--- src/pkg/cpreg_pkg.sv ---
// constants for the video preamp control register bank behind a two-wire
// serial slave port; assumes an oversampling system clock on I_CLK.
// Notes on behaviour
// - slave byte DCh writes, DDh reads
// - offsets 00-02 hold seven-bit channel gains
// - offset 03 holds seven-bit common contrast
// - offsets 04-07 hold four eight-bit converter codes
// - offset 08 bits 2:0 black level shift
// - offset 08 bits 4:3 overlay contrast
// - offset 09 bit 0 blanks video
// - offset 09 bit 1 powers analog down
// - offset 09 bit 3 halves converter range
// - offset 09 bit 4 mixes converter four
// - offset 0A bit 0 zero enables advance
// - offset 0B bits 2:0 bandwidth, reset 100
// - offset 0B bit 3 clamp polarity
// - soft reset reloads all other registers
// - soft reset spares the serial transaction
// - soft reset bit clears itself
// - advance mode stores bytes at next offset
// - reads start at written offset, advance
// - device acknowledges every byte addressed to it
package cpreg_pkg;
    localparam logic [6:0] SLAVE_ADDR   = 7'h6E; // byte DCh without rw bit
    localparam logic [3:0] OFS_RED      = 4'h0;
    localparam logic [3:0] OFS_BLUE     = 4'h1;
    localparam logic [3:0] OFS_GREEN    = 4'h2;
    localparam logic [3:0] OFS_CONTRAST = 4'h3;
    localparam logic [3:0] OFS_CONV1    = 4'h4;
    localparam logic [3:0] OFS_OVERLAY  = 4'h8;
    localparam logic [3:0] OFS_GLOBAL   = 4'h9;
    localparam logic [3:0] OFS_ADVANCE  = 4'hA;
    localparam logic [3:0] OFS_CLAMP    = 4'hB;
    localparam logic [3:0] OFS_SRESET   = 4'hF;
    localparam logic [7:0] RST_GAIN     = 8'h60;
    localparam logic [7:0] RST_CONV     = 8'h80;
    localparam logic [7:0] RST_OVERLAY  = 8'h15;
    localparam logic [7:0] RST_GLOBAL   = 8'h00;
    localparam logic [7:0] RST_ADVANCE  = 8'h00;
    localparam logic [7:0] RST_CLAMP    = 8'h04;
    localparam logic [7:0] MSK_GAIN     = 8'h7F; // writable bits per register
    localparam logic [7:0] MSK_CONV     = 8'hFF;
    localparam logic [7:0] MSK_OVERLAY  = 8'h1F;
    localparam logic [7:0] MSK_GLOBAL   = 8'h3F;
    localparam logic [7:0] MSK_ADVANCE  = 8'h03;
    localparam logic [7:0] MSK_CLAMP    = 8'h0F;
    localparam int         GLB_BLANK    = 0;
    localparam int         GLB_PSAVE    = 1;
    localparam int         GLB_HALF     = 3;
    localparam int         GLB_MIX      = 4;
    localparam int         ADV_DISABLE  = 0;
    localparam int         CLP_POL      = 3;
    typedef enum logic [2:0] {
        CPREG_IDLE, CPREG_ADDR, CPREG_ACK, CPREG_WRX, CPREG_RDX,
        CPREG_RDACK, CPREG_IGNORE
    } cpreg_state_t;
endpackage

--- src/rtl/cpreg_bank.sv ---
// register bank with a two-wire serial slave port; SCL and SDA input
// levels are sampled as synchronous to I_CLK, which must oversample SCL.
`timescale 1ns/10ps
module cpreg_bank (
    input  wire logic       I_CLK,
    input  wire logic       I_RST_B,
    input  wire logic       I_SCL,
    input  wire logic       I_SDA,
    output logic            O_SDA_OE,
    output logic [6:0]      O_RED_GAIN,
    output logic [6:0]      O_BLUE_GAIN,
    output logic [6:0]      O_GREEN_GAIN,
    output logic [6:0]      O_CONTRAST_GAIN,
    output logic [31:0]     O_DAC_LEVEL,
    output logic [2:0]      O_BLACK_LEVEL_SHIFT,
    output logic [1:0]      O_OVERLAY_CONTRAST,
    output logic            O_BLANK_VIDEO,
    output logic            O_POWER_SAVE,
    output logic            O_DAC123_HALF_RANGE,
    output logic            O_CONVERTER_FOUR_LEVEL_MIX_ENABLE,
    output logic            O_AUTO_ADVANCE_DISABLE,
    output logic [2:0]      O_BANDWIDTH_SELECT,
    output logic            O_CLAMP_POLARITY
);
    logic [7:0]   regs_ff [0:11];  // offsets 00 to 0B
    logic         scl_ff;          // previous line levels
    logic         sda_ff;
    cpreg_pkg::cpreg_state_t state_ff;
    logic [7:0]   shift_ff;        // byte being received or sent
    logic [3:0]   bitcnt_ff;       // bits done in current byte
    logic         got_ofs_ff;      // offset byte already taken
    logic         rw_ff;           // current transfer reads
    logic [3:0]   ofs_ff;          // register pointer
    logic         soft_reset_trigger_ff;         // soft reset pulse, bit of 0Fh
    logic         wr_stb;          // data byte complete in write
    logic         ofs_stb;         // offset byte complete
    logic         adv_stb;         // pointer advance after a byte
    logic         start_c;
    logic         stop_c;
    logic         rise_c;
    logic         fall_c;
    logic [7:0]   rd_data;

    // line events, taken from sampled levels
    assign start_c = scl_ff && I_SCL && sda_ff && !I_SDA;
    assign stop_c  = scl_ff && I_SCL && !sda_ff && I_SDA;
    assign rise_c  = !scl_ff && I_SCL;
    assign fall_c  = scl_ff && !I_SCL;

    // readback with reserved bits forced low
    always_comb begin
        rd_data = 8'h00; // unmapped 0C-0E and 0F read zero
        if (ofs_ff <= cpreg_pkg::OFS_CLAMP) begin
            rd_data = regs_ff[ofs_ff];
        end
    end

    // previous samples for edge detection
    always_ff @(posedge I_CLK or negedge I_RST_B) begin
        if (!I_RST_B) begin
            scl_ff <= 1'b1;
            sda_ff <= 1'b1;
        end else begin
            scl_ff <= I_SCL;
            sda_ff <= I_SDA;
        end
    end

    // serial slave engine; soft reset never touches it
    always_ff @(posedge I_CLK or negedge I_RST_B) begin
        if (!I_RST_B) begin
            state_ff   <= cpreg_pkg::CPREG_IDLE;
            shift_ff   <= 8'h00;
            bitcnt_ff  <= 4'h0;
            got_ofs_ff <= 1'b0;
            rw_ff      <= 1'b0;
            O_SDA_OE   <= 1'b0;
        end else if (start_c) begin
            // a repeated start also lands here
            state_ff   <= cpreg_pkg::CPREG_ADDR;
            bitcnt_ff  <= 4'h0;
            got_ofs_ff <= 1'b0;
            O_SDA_OE   <= 1'b0;
        end else if (stop_c) begin
            state_ff <= cpreg_pkg::CPREG_IDLE;
            O_SDA_OE <= 1'b0;
        end else begin
            case (state_ff)
                cpreg_pkg::CPREG_ADDR, cpreg_pkg::CPREG_WRX: begin
                    if (rise_c) begin
                        shift_ff  <= {shift_ff[6:0], I_SDA};
                        bitcnt_ff <= bitcnt_ff + 4'h1;
                    end else if (fall_c && bitcnt_ff == 4'h8) begin
                        bitcnt_ff <= 4'h0;
                        if (state_ff == cpreg_pkg::CPREG_ADDR) begin
                            if (shift_ff[7:1] == cpreg_pkg::SLAVE_ADDR) begin
                                rw_ff    <= shift_ff[0];
                                O_SDA_OE <= 1'b1;
                                state_ff <= cpreg_pkg::CPREG_ACK;
                            end else begin
                                state_ff <= cpreg_pkg::CPREG_IGNORE;
                            end
                        end else begin
                            got_ofs_ff <= 1'b1;
                            O_SDA_OE   <= 1'b1;
                            state_ff   <= cpreg_pkg::CPREG_ACK;
                        end
                    end
                end
                cpreg_pkg::CPREG_ACK: begin
                    // after the acknowledge clock: release on write, drive first bit on read
                    if (fall_c) begin
                        if (rw_ff) begin
                            shift_ff <= rd_data;
                            O_SDA_OE <= !rd_data[7];
                            bitcnt_ff <= 4'h1;
                            state_ff <= cpreg_pkg::CPREG_RDX;
                        end else begin
                            O_SDA_OE <= 1'b0;
                            state_ff <= cpreg_pkg::CPREG_WRX;
                        end
                    end
                end
                cpreg_pkg::CPREG_RDX: begin
                    if (fall_c) begin
                        if (bitcnt_ff == 4'h8) begin
                            O_SDA_OE <= 1'b0; // master acknowledges
                            state_ff <= cpreg_pkg::CPREG_RDACK;
                        end else begin
                            shift_ff  <= {shift_ff[6:0], 1'b0};
                            O_SDA_OE  <= !shift_ff[6];
                            bitcnt_ff <= bitcnt_ff + 4'h1;
                        end
                    end
                end
                cpreg_pkg::CPREG_RDACK: begin
                    if (rise_c) begin
                        // high sample means no acknowledge: stop sending
                        state_ff <= I_SDA ? cpreg_pkg::CPREG_IGNORE
                                          : cpreg_pkg::CPREG_ACK;
                    end
                end
                cpreg_pkg::CPREG_IDLE, cpreg_pkg::CPREG_IGNORE: begin
                    O_SDA_OE <= 1'b0;
                end
                default: begin
                    state_ff <= cpreg_pkg::CPREG_IDLE;
                end
            endcase
        end
    end

    // byte completion strobes seen by the register side
    assign ofs_stb = !start_c && !stop_c && fall_c && bitcnt_ff == 4'h8
                     && state_ff == cpreg_pkg::CPREG_WRX && !got_ofs_ff;
    assign wr_stb  = !start_c && !stop_c && fall_c && bitcnt_ff == 4'h8
                     && state_ff == cpreg_pkg::CPREG_WRX && got_ofs_ff;
    assign adv_stb = wr_stb || (!start_c && !stop_c && rise_c
                     && state_ff == cpreg_pkg::CPREG_RDACK);

    // register pointer
    always_ff @(posedge I_CLK or negedge I_RST_B) begin
        if (!I_RST_B) begin
            ofs_ff <= 4'h0;
        end else if (ofs_stb) begin
            ofs_ff <= shift_ff[3:0];
        end else if (adv_stb &&
                     !regs_ff[cpreg_pkg::OFS_ADVANCE][cpreg_pkg::ADV_DISABLE])
        begin
            ofs_ff <= ofs_ff + 4'h1;
        end
        // advance disabled: pointer holds
    end

    // soft reset: one-cycle pulse, reads back zero after
    always_ff @(posedge I_CLK or negedge I_RST_B) begin
        if (!I_RST_B) begin
            soft_reset_trigger_ff <= 1'b0;
        end else begin
            soft_reset_trigger_ff <= wr_stb && ofs_ff == cpreg_pkg::OFS_SRESET
                       && shift_ff[0];
        end
    end

    // register storage, one generate entry per offset
    for (genvar g = 0; g < 12; g++) begin : g_reg
        localparam logic [3:0] OFS = 4'(g);
        localparam logic [7:0] RST =
            (g <= 3) ? cpreg_pkg::RST_GAIN :
            (g <= 7) ? cpreg_pkg::RST_CONV :
            (g == 8) ? cpreg_pkg::RST_OVERLAY :
            (g == 9) ? cpreg_pkg::RST_GLOBAL :
            (g == 10) ? cpreg_pkg::RST_ADVANCE : cpreg_pkg::RST_CLAMP;
        localparam logic [7:0] MSK =
            (g <= 3) ? cpreg_pkg::MSK_GAIN :
            (g <= 7) ? cpreg_pkg::MSK_CONV :
            (g == 8) ? cpreg_pkg::MSK_OVERLAY :
            (g == 9) ? cpreg_pkg::MSK_GLOBAL :
            (g == 10) ? cpreg_pkg::MSK_ADVANCE : cpreg_pkg::MSK_CLAMP;
        always_ff @(posedge I_CLK or negedge I_RST_B) begin
            if (!I_RST_B) begin
                regs_ff[g] <= RST;
            end else if (soft_reset_trigger_ff) begin
                regs_ff[g] <= RST;
            end else if (wr_stb && ofs_ff == OFS) begin
                regs_ff[g] <= shift_ff & MSK;
            end
        end
    end

    // control outputs, registered copies of the fields
    always_ff @(posedge I_CLK or negedge I_RST_B) begin
        if (!I_RST_B) begin
            O_RED_GAIN             <= cpreg_pkg::RST_GAIN[6:0];
            O_BLUE_GAIN            <= cpreg_pkg::RST_GAIN[6:0];
            O_GREEN_GAIN           <= cpreg_pkg::RST_GAIN[6:0];
            O_CONTRAST_GAIN        <= cpreg_pkg::RST_GAIN[6:0];
            O_DAC_LEVEL            <= {4{cpreg_pkg::RST_CONV}};
            O_BLACK_LEVEL_SHIFT    <= cpreg_pkg::RST_OVERLAY[2:0];
            O_OVERLAY_CONTRAST     <= cpreg_pkg::RST_OVERLAY[4:3];
            O_BLANK_VIDEO          <= 1'b0;
            O_POWER_SAVE           <= 1'b0;
            O_DAC123_HALF_RANGE    <= 1'b0;
            O_CONVERTER_FOUR_LEVEL_MIX_ENABLE      <= 1'b0;
            O_AUTO_ADVANCE_DISABLE <= 1'b0;
            O_BANDWIDTH_SELECT     <= cpreg_pkg::RST_CLAMP[2:0];
            O_CLAMP_POLARITY       <= 1'b0;
        end else begin
            O_RED_GAIN          <= regs_ff[cpreg_pkg::OFS_RED][6:0];
            O_BLUE_GAIN         <= regs_ff[cpreg_pkg::OFS_BLUE][6:0];
            O_GREEN_GAIN        <= regs_ff[cpreg_pkg::OFS_GREEN][6:0];
            O_CONTRAST_GAIN     <= regs_ff[cpreg_pkg::OFS_CONTRAST][6:0];
            O_DAC_LEVEL         <= {regs_ff[7], regs_ff[6], regs_ff[5],
                                    regs_ff[cpreg_pkg::OFS_CONV1]};
            O_BLACK_LEVEL_SHIFT <= regs_ff[cpreg_pkg::OFS_OVERLAY][2:0];
            O_OVERLAY_CONTRAST  <= regs_ff[cpreg_pkg::OFS_OVERLAY][4:3];
            O_BLANK_VIDEO       <=
                regs_ff[cpreg_pkg::OFS_GLOBAL][cpreg_pkg::GLB_BLANK];
            O_POWER_SAVE        <=
                regs_ff[cpreg_pkg::OFS_GLOBAL][cpreg_pkg::GLB_PSAVE];
            O_DAC123_HALF_RANGE <=
                regs_ff[cpreg_pkg::OFS_GLOBAL][cpreg_pkg::GLB_HALF];
            O_CONVERTER_FOUR_LEVEL_MIX_ENABLE   <=
                regs_ff[cpreg_pkg::OFS_GLOBAL][cpreg_pkg::GLB_MIX];
            O_AUTO_ADVANCE_DISABLE <=
                regs_ff[cpreg_pkg::OFS_ADVANCE][cpreg_pkg::ADV_DISABLE];
            O_BANDWIDTH_SELECT  <= regs_ff[cpreg_pkg::OFS_CLAMP][2:0];
            O_CLAMP_POLARITY    <=
                regs_ff[cpreg_pkg::OFS_CLAMP][cpreg_pkg::CLP_POL];
        end
    end
endmodule

--- config.mk ---
export PLATFORM = sky130hd
export DESIGN_NAME = cpreg_bank
export DESIGN_NICKNAME = d
export VERILOG_FILES = /design/src/pkg/cpreg_pkg.sv /design/src/rtl/cpreg_bank.sv
export SDC_FILE = /design/constraint.sdc
export NUM_CORES = 1
export LEC_CHECK = 0
export ABC_AREA = 0
export BUFFER_PORTS_ARGS = -buffer_cell sky130_fd_sc_hd__buf_2
export CAP_MARGIN = 20
export CORE_MARGIN = 3
export CORE_UTILIZATION = 58
export DETAILED_ROUTE_END_ITERATION = 8
export GPL_TIMING_DRIVEN = 0
export PLACE_DENSITY_LB_ADDON = 0.08
export SYNTH_ARGS = -nofsm -noshare
export SYNTH_HDL_FRONTEND = slang
export SYNTH_SLANG_ARGS = --single-unit
--- constraint.sdc ---
create_clock -name I_CLK -period 2.8 [get_ports I_CLK]
set_input_delay 0.42 -clock I_CLK [delete_from_list [all_inputs] [get_ports I_CLK]]
set_output_delay 0.42 -clock I_CLK [all_outputs]
set_load 0.01 [all_outputs]
### Yosys cells after proc, flatten, opt, wreduce, memory -nomap -nowiden

Index checks and enable logic that the tools add are counted.

* output and inout port bits: 75
* input port bits: 4
* register bits after elaboration: 195

* $add $sub $neg: 2
* bitwise operators: 4
* reduce and logical (&&, ||, !) cells: 70
* muxes and demuxes: 75
* magnitude comparators: 2
* equal/unequal tests: 41

Operator list (number)
* two-way mux 8 bit: 32
* two-way mux 4 bit: 10
* two-way mux 3 bit: 12
* binary-select mux 8 bit (select 4 bit): 1
* logical AND 1 bit: 31
* nonzero test 2 bit: 15
* != test 4 bit, second input constant: 7
* equality test 4 bit, second input constant: 6
* case mux 8 bit (3 select lines): 1
* AND reduction 7 bit: 3
* equality test 4 x 3 -> 1 bit, second input constant: 4
* two-way mux 1 bit: 16
* != test 2 bit, second input constant: 8
* != test 3 bit, second input constant: 5
* case mux 3 bit (5 select lines): 1
* case mux 4 bit (3 select lines): 1
* logical NOT 1 bit: 10
* equality test 3 bit, second input constant: 3
* adder 4 x 1 -> 4 bit, second input constant: 2
* equality test 4 x 2 -> 1 bit, second input constant: 2
* AND reduction 8 bit: 1
* equality test 7 bit, second input constant: 1
* equality test 3 x 2 -> 1 bit, second input constant: 2
* AND reduction 6 bit: 1
* other kinds (16): 19

### Depth between registers and ports, before layout

* depth in word-level cells: 13
* gate-level depth with buffers: 10
* gate-level depth less buffers: 7

### Least setup slack after synthesis

OpenSTA, ideal clock, no wires.

* kind: flip-flop to flip-flop
* start: register ofs_ff[0]
* end: register regs_ff[47] (netlist name)
* arrival: 2.009 ns
* data required time: 2.718 ns
* buffers on the path: 3
* period minus slack after synthesis: 2.091 ns
* cell stages (with the launch flop): 11
* setup time: 0.082 ns
* path slack: 0.709 ns
* path through: dfrtp_1 -> buf_4 -> buf_6 -> buf_2 -> inv_1 -> ha_1 -> and3_1 -> nand3_2 -> nor2_4 -> nor2b_1 -> a211o_1

* cells in the longest elaborated chain, start to end: 3

RTL lines
* from (decl): RTL line cpreg_bank.sv:33 `logic [3:0] ofs_ff;`
* from (signal assigned): RTL line cpreg_bank.sv:166 `ofs_ff <= shift_ff[3:0];`
* from (signal assigned): RTL line cpreg_bank.sv:170 `ofs_ff <= ofs_ff + 4'h1;`
* equality test 4 x 3 -> 1 bit: RTL line cpreg_bank.sv:205 `end else if (wr_stb && ofs_ff == OFS) begin`
* logical AND 1 bit: RTL line cpreg_bank.sv:205
* nonzero test 2 bit (no line)
* to (signal, indexed assignment): RTL line cpreg_bank.sv:206 `regs_ff[g] <= shift_ff & MSK;`
* to (decl): RTL line cpreg_bank.sv:25 `logic [7:0] regs_ff [0:11];`

No other way between the ends.
A chain may end at the register's enable or synchronous reset.

### Worst setup path in the final report

* start: register ofs_ff[0]
* end: register regs_ff[40] (netlist name)

The elaborated chain is that of the path after synthesis.

==> summary.md <==
| Metric | Value |
|---|---|
| Status | finished, violations left |
| Violated checks | hold timing |
| Seq. cell area | 4450 um^2 |
| CP arrival | a little under 3 ns |
| DIE WIDTH | 120 um |
| Most frequent cells in the layout | 142 x dfrtp_1, 82 x buf_2, 67 x nor2_1 |
| Root Driver | clkbuf_16 |
| Critical Path Max Stage Delay | 0.46 ns |
| WL per Instance | 21.0 um |
| Maximum clock frequency | 0.379 GHz |
| VDD IR max | roughly 0.00046 V |
| Layout cells sized above 1 | 0.266 |
| Slowest cell on crit path | nor2_4 |
| Slew Limit Headroom | 0.519 |
| Power per standard cell area | between 600 and 700 nW/um^2 |
| Core area | 12300 um^2 |
| Final net count | 729 |
| Die extent in y | 120 um |
| DR vias/cell | 5.98 |
| Port Buffers | between 70 and 80 |
| Place WS | 0.181 ns |
| Grt ovf | 0 |
| Number of synthesized flops with an enable pin | 0 |
| Max FO, Critical Path | 10 |
| Layout area overhead | 17.0% |
| Seq/Total Area, Yosys | 0.594 |
| Number of global-route vias before repair | 5268 |
| Share of Yosys cell area claimed by the top area cell type | 0.474 |
| Tightest Pin Transition | 0.721 ns |
| Setup crit end kind | flop |
| DR vias | roughly 5400 |
| Hold Vio Cnt, Final | 19 |
| Drc violations | 0 |
| Fill cells | 876 |
| First-pass GRT wire length | 29700 um |
| Row Count | 40 |
| P_leak | about 4.2 nW |
| CTS H-tree lvls | 4 |
| Syn. warnings | 0 |
| CTS tree | yes |
| Longest Clk Path Bufs | 2 |
| Reg2reg setup slack | between 0.15 and 0.2 ns |
| HPWL after detailed placement | about 13000 um |
| Synth async-reset ratio | 1.00 |
| Crit Path Class | reg2reg |
| Post-Place Cells | 869 |
| Unrepaired setup endpoints after global routing | no |
| Synth area leader | dfrtp_1 |
| Final setup fails | 0 |
| WHS | -0.0344 ns |
| CP endpoint | regs_ff[40]$_DFFE_PN0P_ |
| Synth Instances | 622 |
| Post-CTS Setup Bufs | 0 |
| Syn_nets | 632 |
| R2R depth | 10 |
| Initial Util | 0.608 |
| CTS Buf Count | 17 |
| Total Wirelength | 18900 um |
| Total power | 0.00580 W |
| Clk sinks | 176 |
| Fin util | 0.711 |
| I/O pins | 79 |
| CTS Hold Buffers Added | 0 |
| Crit path launch | ofs_ff[0]$_DFFE_PN0P_ |
| Routed Antenna Nets | 0 |
| DR iter-0 viols | 573 |
| Max_cap viols | 0 |
| CTS resizes | 0 |
| R2R Path End | regs_ff[40]$_DFFE_PN0P_ |
| Die ar. | 14300 um^2 |
| Register bit total from synthesis | 176 |
| Fin crit share | 0.943 |
| Setup slack after layout | 0.161 ns |
| Startpoint Class | flop |
| First-pass iteration count of the detailed router | 5 |
| Clock Skews | 0.00776 ns |
| Largest net degree at the start of global routing | 92 |
| CP Data Required Time | 3.09 ns |
| Post-synth cell types | 58 |
| Antenna Cells | 0 |
| Later-pin clock latency in the skew report | 0.43 ns |
| Leading cell type in the layout, fill and taps excluded | dfrtp_1 |
| Total GRT Usage | 0.273 |
| Top FF cell, synth | dfrtp_1 |
| Tmin final | 2.64 ns |
| Worst-path cell chain | buf_4 > buf_6 > buf_2 > inv_1 > ha_1 > and3_1 > nand3_2 > nor2_4 > mux2i_1 > nor2_1 |
| Area of the multi-input gates | 2830 um^2 |
| Mapped Area | 7490 um^2 |
| Slew Limit Fails | 0 |
| Clock Pin Slew Worst Setup and Hold Paths | 0.06 ns |
| Initial antenna violation count | 0 |
| Top cells by area, synth | dfrtp_1 47%, dfstp_2 12%, mux2i_1 8.6% |
| Crit Reg-Reg Startpoint | ofs_ff[0]$_DFFE_PN0P_ |
| Syn_area_per_cell | 12.0 um^2 |
| Final Non-Filler Cells | 900 |
| Worst Hold Class | in2async |
| Gpl congestion | 0.929 |
## layer usage
layer	global-route usage	vias to the layer above	wire, um
met5	0	-	0
met4	0.110	0	527
met3	0.0448	47	1190
met2	0.433	242	9080
met1	0.381	2716	8060
li1	-	2376	-
## final cells by class
type / instances / area share
buffer: 35 / 0.0196
timing repair buffer: 79 / 0.0489
clock buffer: 20 / 0.0521
multi-input combinational: 401 / 0.324
tap: 168 / 0.0240
clock inverter: 12 / 0.0204
inverter: 9 / 0.00386
sequential: 176 / 0.508
## cells by family (layout without fill, tap and decap cells)
| group | after synthesis | after routing | synth area share |
|---|---|---|---|
| adder cells (fa/ha/maj) | 6 | 6 | 0.0100 |
| flip-flops | 176 | 176 | 0.594 |
| XOR/XNOR | 3 | 3 | 0.00351 |
| AO/OA/AOI/OAI | 112 | 112 | 0.0981 |
| buffers and inverters | 45 | 155 | 0.0279 |
| AND/OR/NAND/NOR | 202 | 202 | 0.145 |
| multiplexers | 78 | 78 | 0.122 |
## critical path: cells and delay by family (launching register included)
kind / cells / cell delay [ns]
mux: 1 / 0.25
buf+inv: 4 / 0.73
simple gates: 4 / 0.97
fa+ha+maj: 1 / 0.14
flops: 1 / 0.40
## how the worst min path moves through the flow
| stage | from | end | slack, ns | cells after the start |
|---|---|---|---|---|
| floorplan | I_RST_B | O_AUTO_ADVANCE_DISABLE$_DFF_PN0_ | 0.12 | 0 |
| global placement | regs_ff[70]$_DFFE_PN1P_ | O_CONTRAST_GAIN[6]$_DFF_PN1_ | 0.36 | 0 |
| detailed placement | regs_ff[26]$_DFFE_PN1P_ | O_BLACK_LEVEL_SHIFT[2]$_DFF_PN1_ | 0.36 | 0 |
| CTS | I_RST_B | O_BLUE_GAIN[0]$_DFF_PN0_ | 0.004 | 1 |
| global route | I_RST_B | O_BLUE_GAIN[0]$_DFF_PN0_ | 0.02 | 1 |
| finish | I_RST_B | O_BLUE_GAIN[0]$_DFF_PN0_ | -0.03 | 1 |
## synthesized netlist by cell type (5+ instances only)
library cell and count:
clkbuf_1 23, mux2i_1 64, nand2_1 43, a31oi_1 7
nor2_4 7, nor2b_1 25, nand2b_1 6, buf_4 7
nor2_1 67, mux4_2 10, a211o_1 16, dfstp_2 34
nand3_1 17, o21ai_0 33, ha_1 6, buf_2 5
a21oi_1 27, dfrtp_1 142, inv_1 9, a211oi_1 5
## state kept, by name, indices dropped and copies added (netlist names), 2 cells and up
| register | count |
|---|---|
| O_BLUE_GAIN | 7 |
| O_OVERLAY_CONTRAST | 2 |
| O_CONTRAST_GAIN | 7 |
| regs_ff | 77 |
| O_BANDWIDTH_SELECT | 3 |
| O_RED_GAIN | 7 |
| O_DAC_LEVEL | 32 |
| ofs_ff | 4 |
| bitcnt_ff | 4 |
| O_BLACK_LEVEL_SHIFT | 3 |
| O_GREEN_GAIN | 7 |
| state_ff | 3 |
| shift_ff | 8 |
## stage by stage
stage | TNS [ns] | hold WS, ns | cell area [um^2]
after floorplan | 0 | 0.124 | 7490
after global placement | -176.39 | 0.363 | 8090
after detailed placement | 0 | 0.364 | 8130
after CTS | 0 | 0.00402 | 8760
after global routing | 0 | 0.0198 | 8760
final | 0 | -0.0344 | 8760
## power breakdown
| group | total [W] | internal (W) | switching [W] |
|---|---|---|---|
| sequential | 0.00272 | 0.00261 | 0.000104 |
| clock | 0.00253 | 0.00155 | 0.000988 |
| combinational | 0.000545 | 0.000151 | 0.000394 |
| total | 0.00580 | 0.00431 | 0.00149 |
Note: power is estimated with default switching activity, not from simulation.
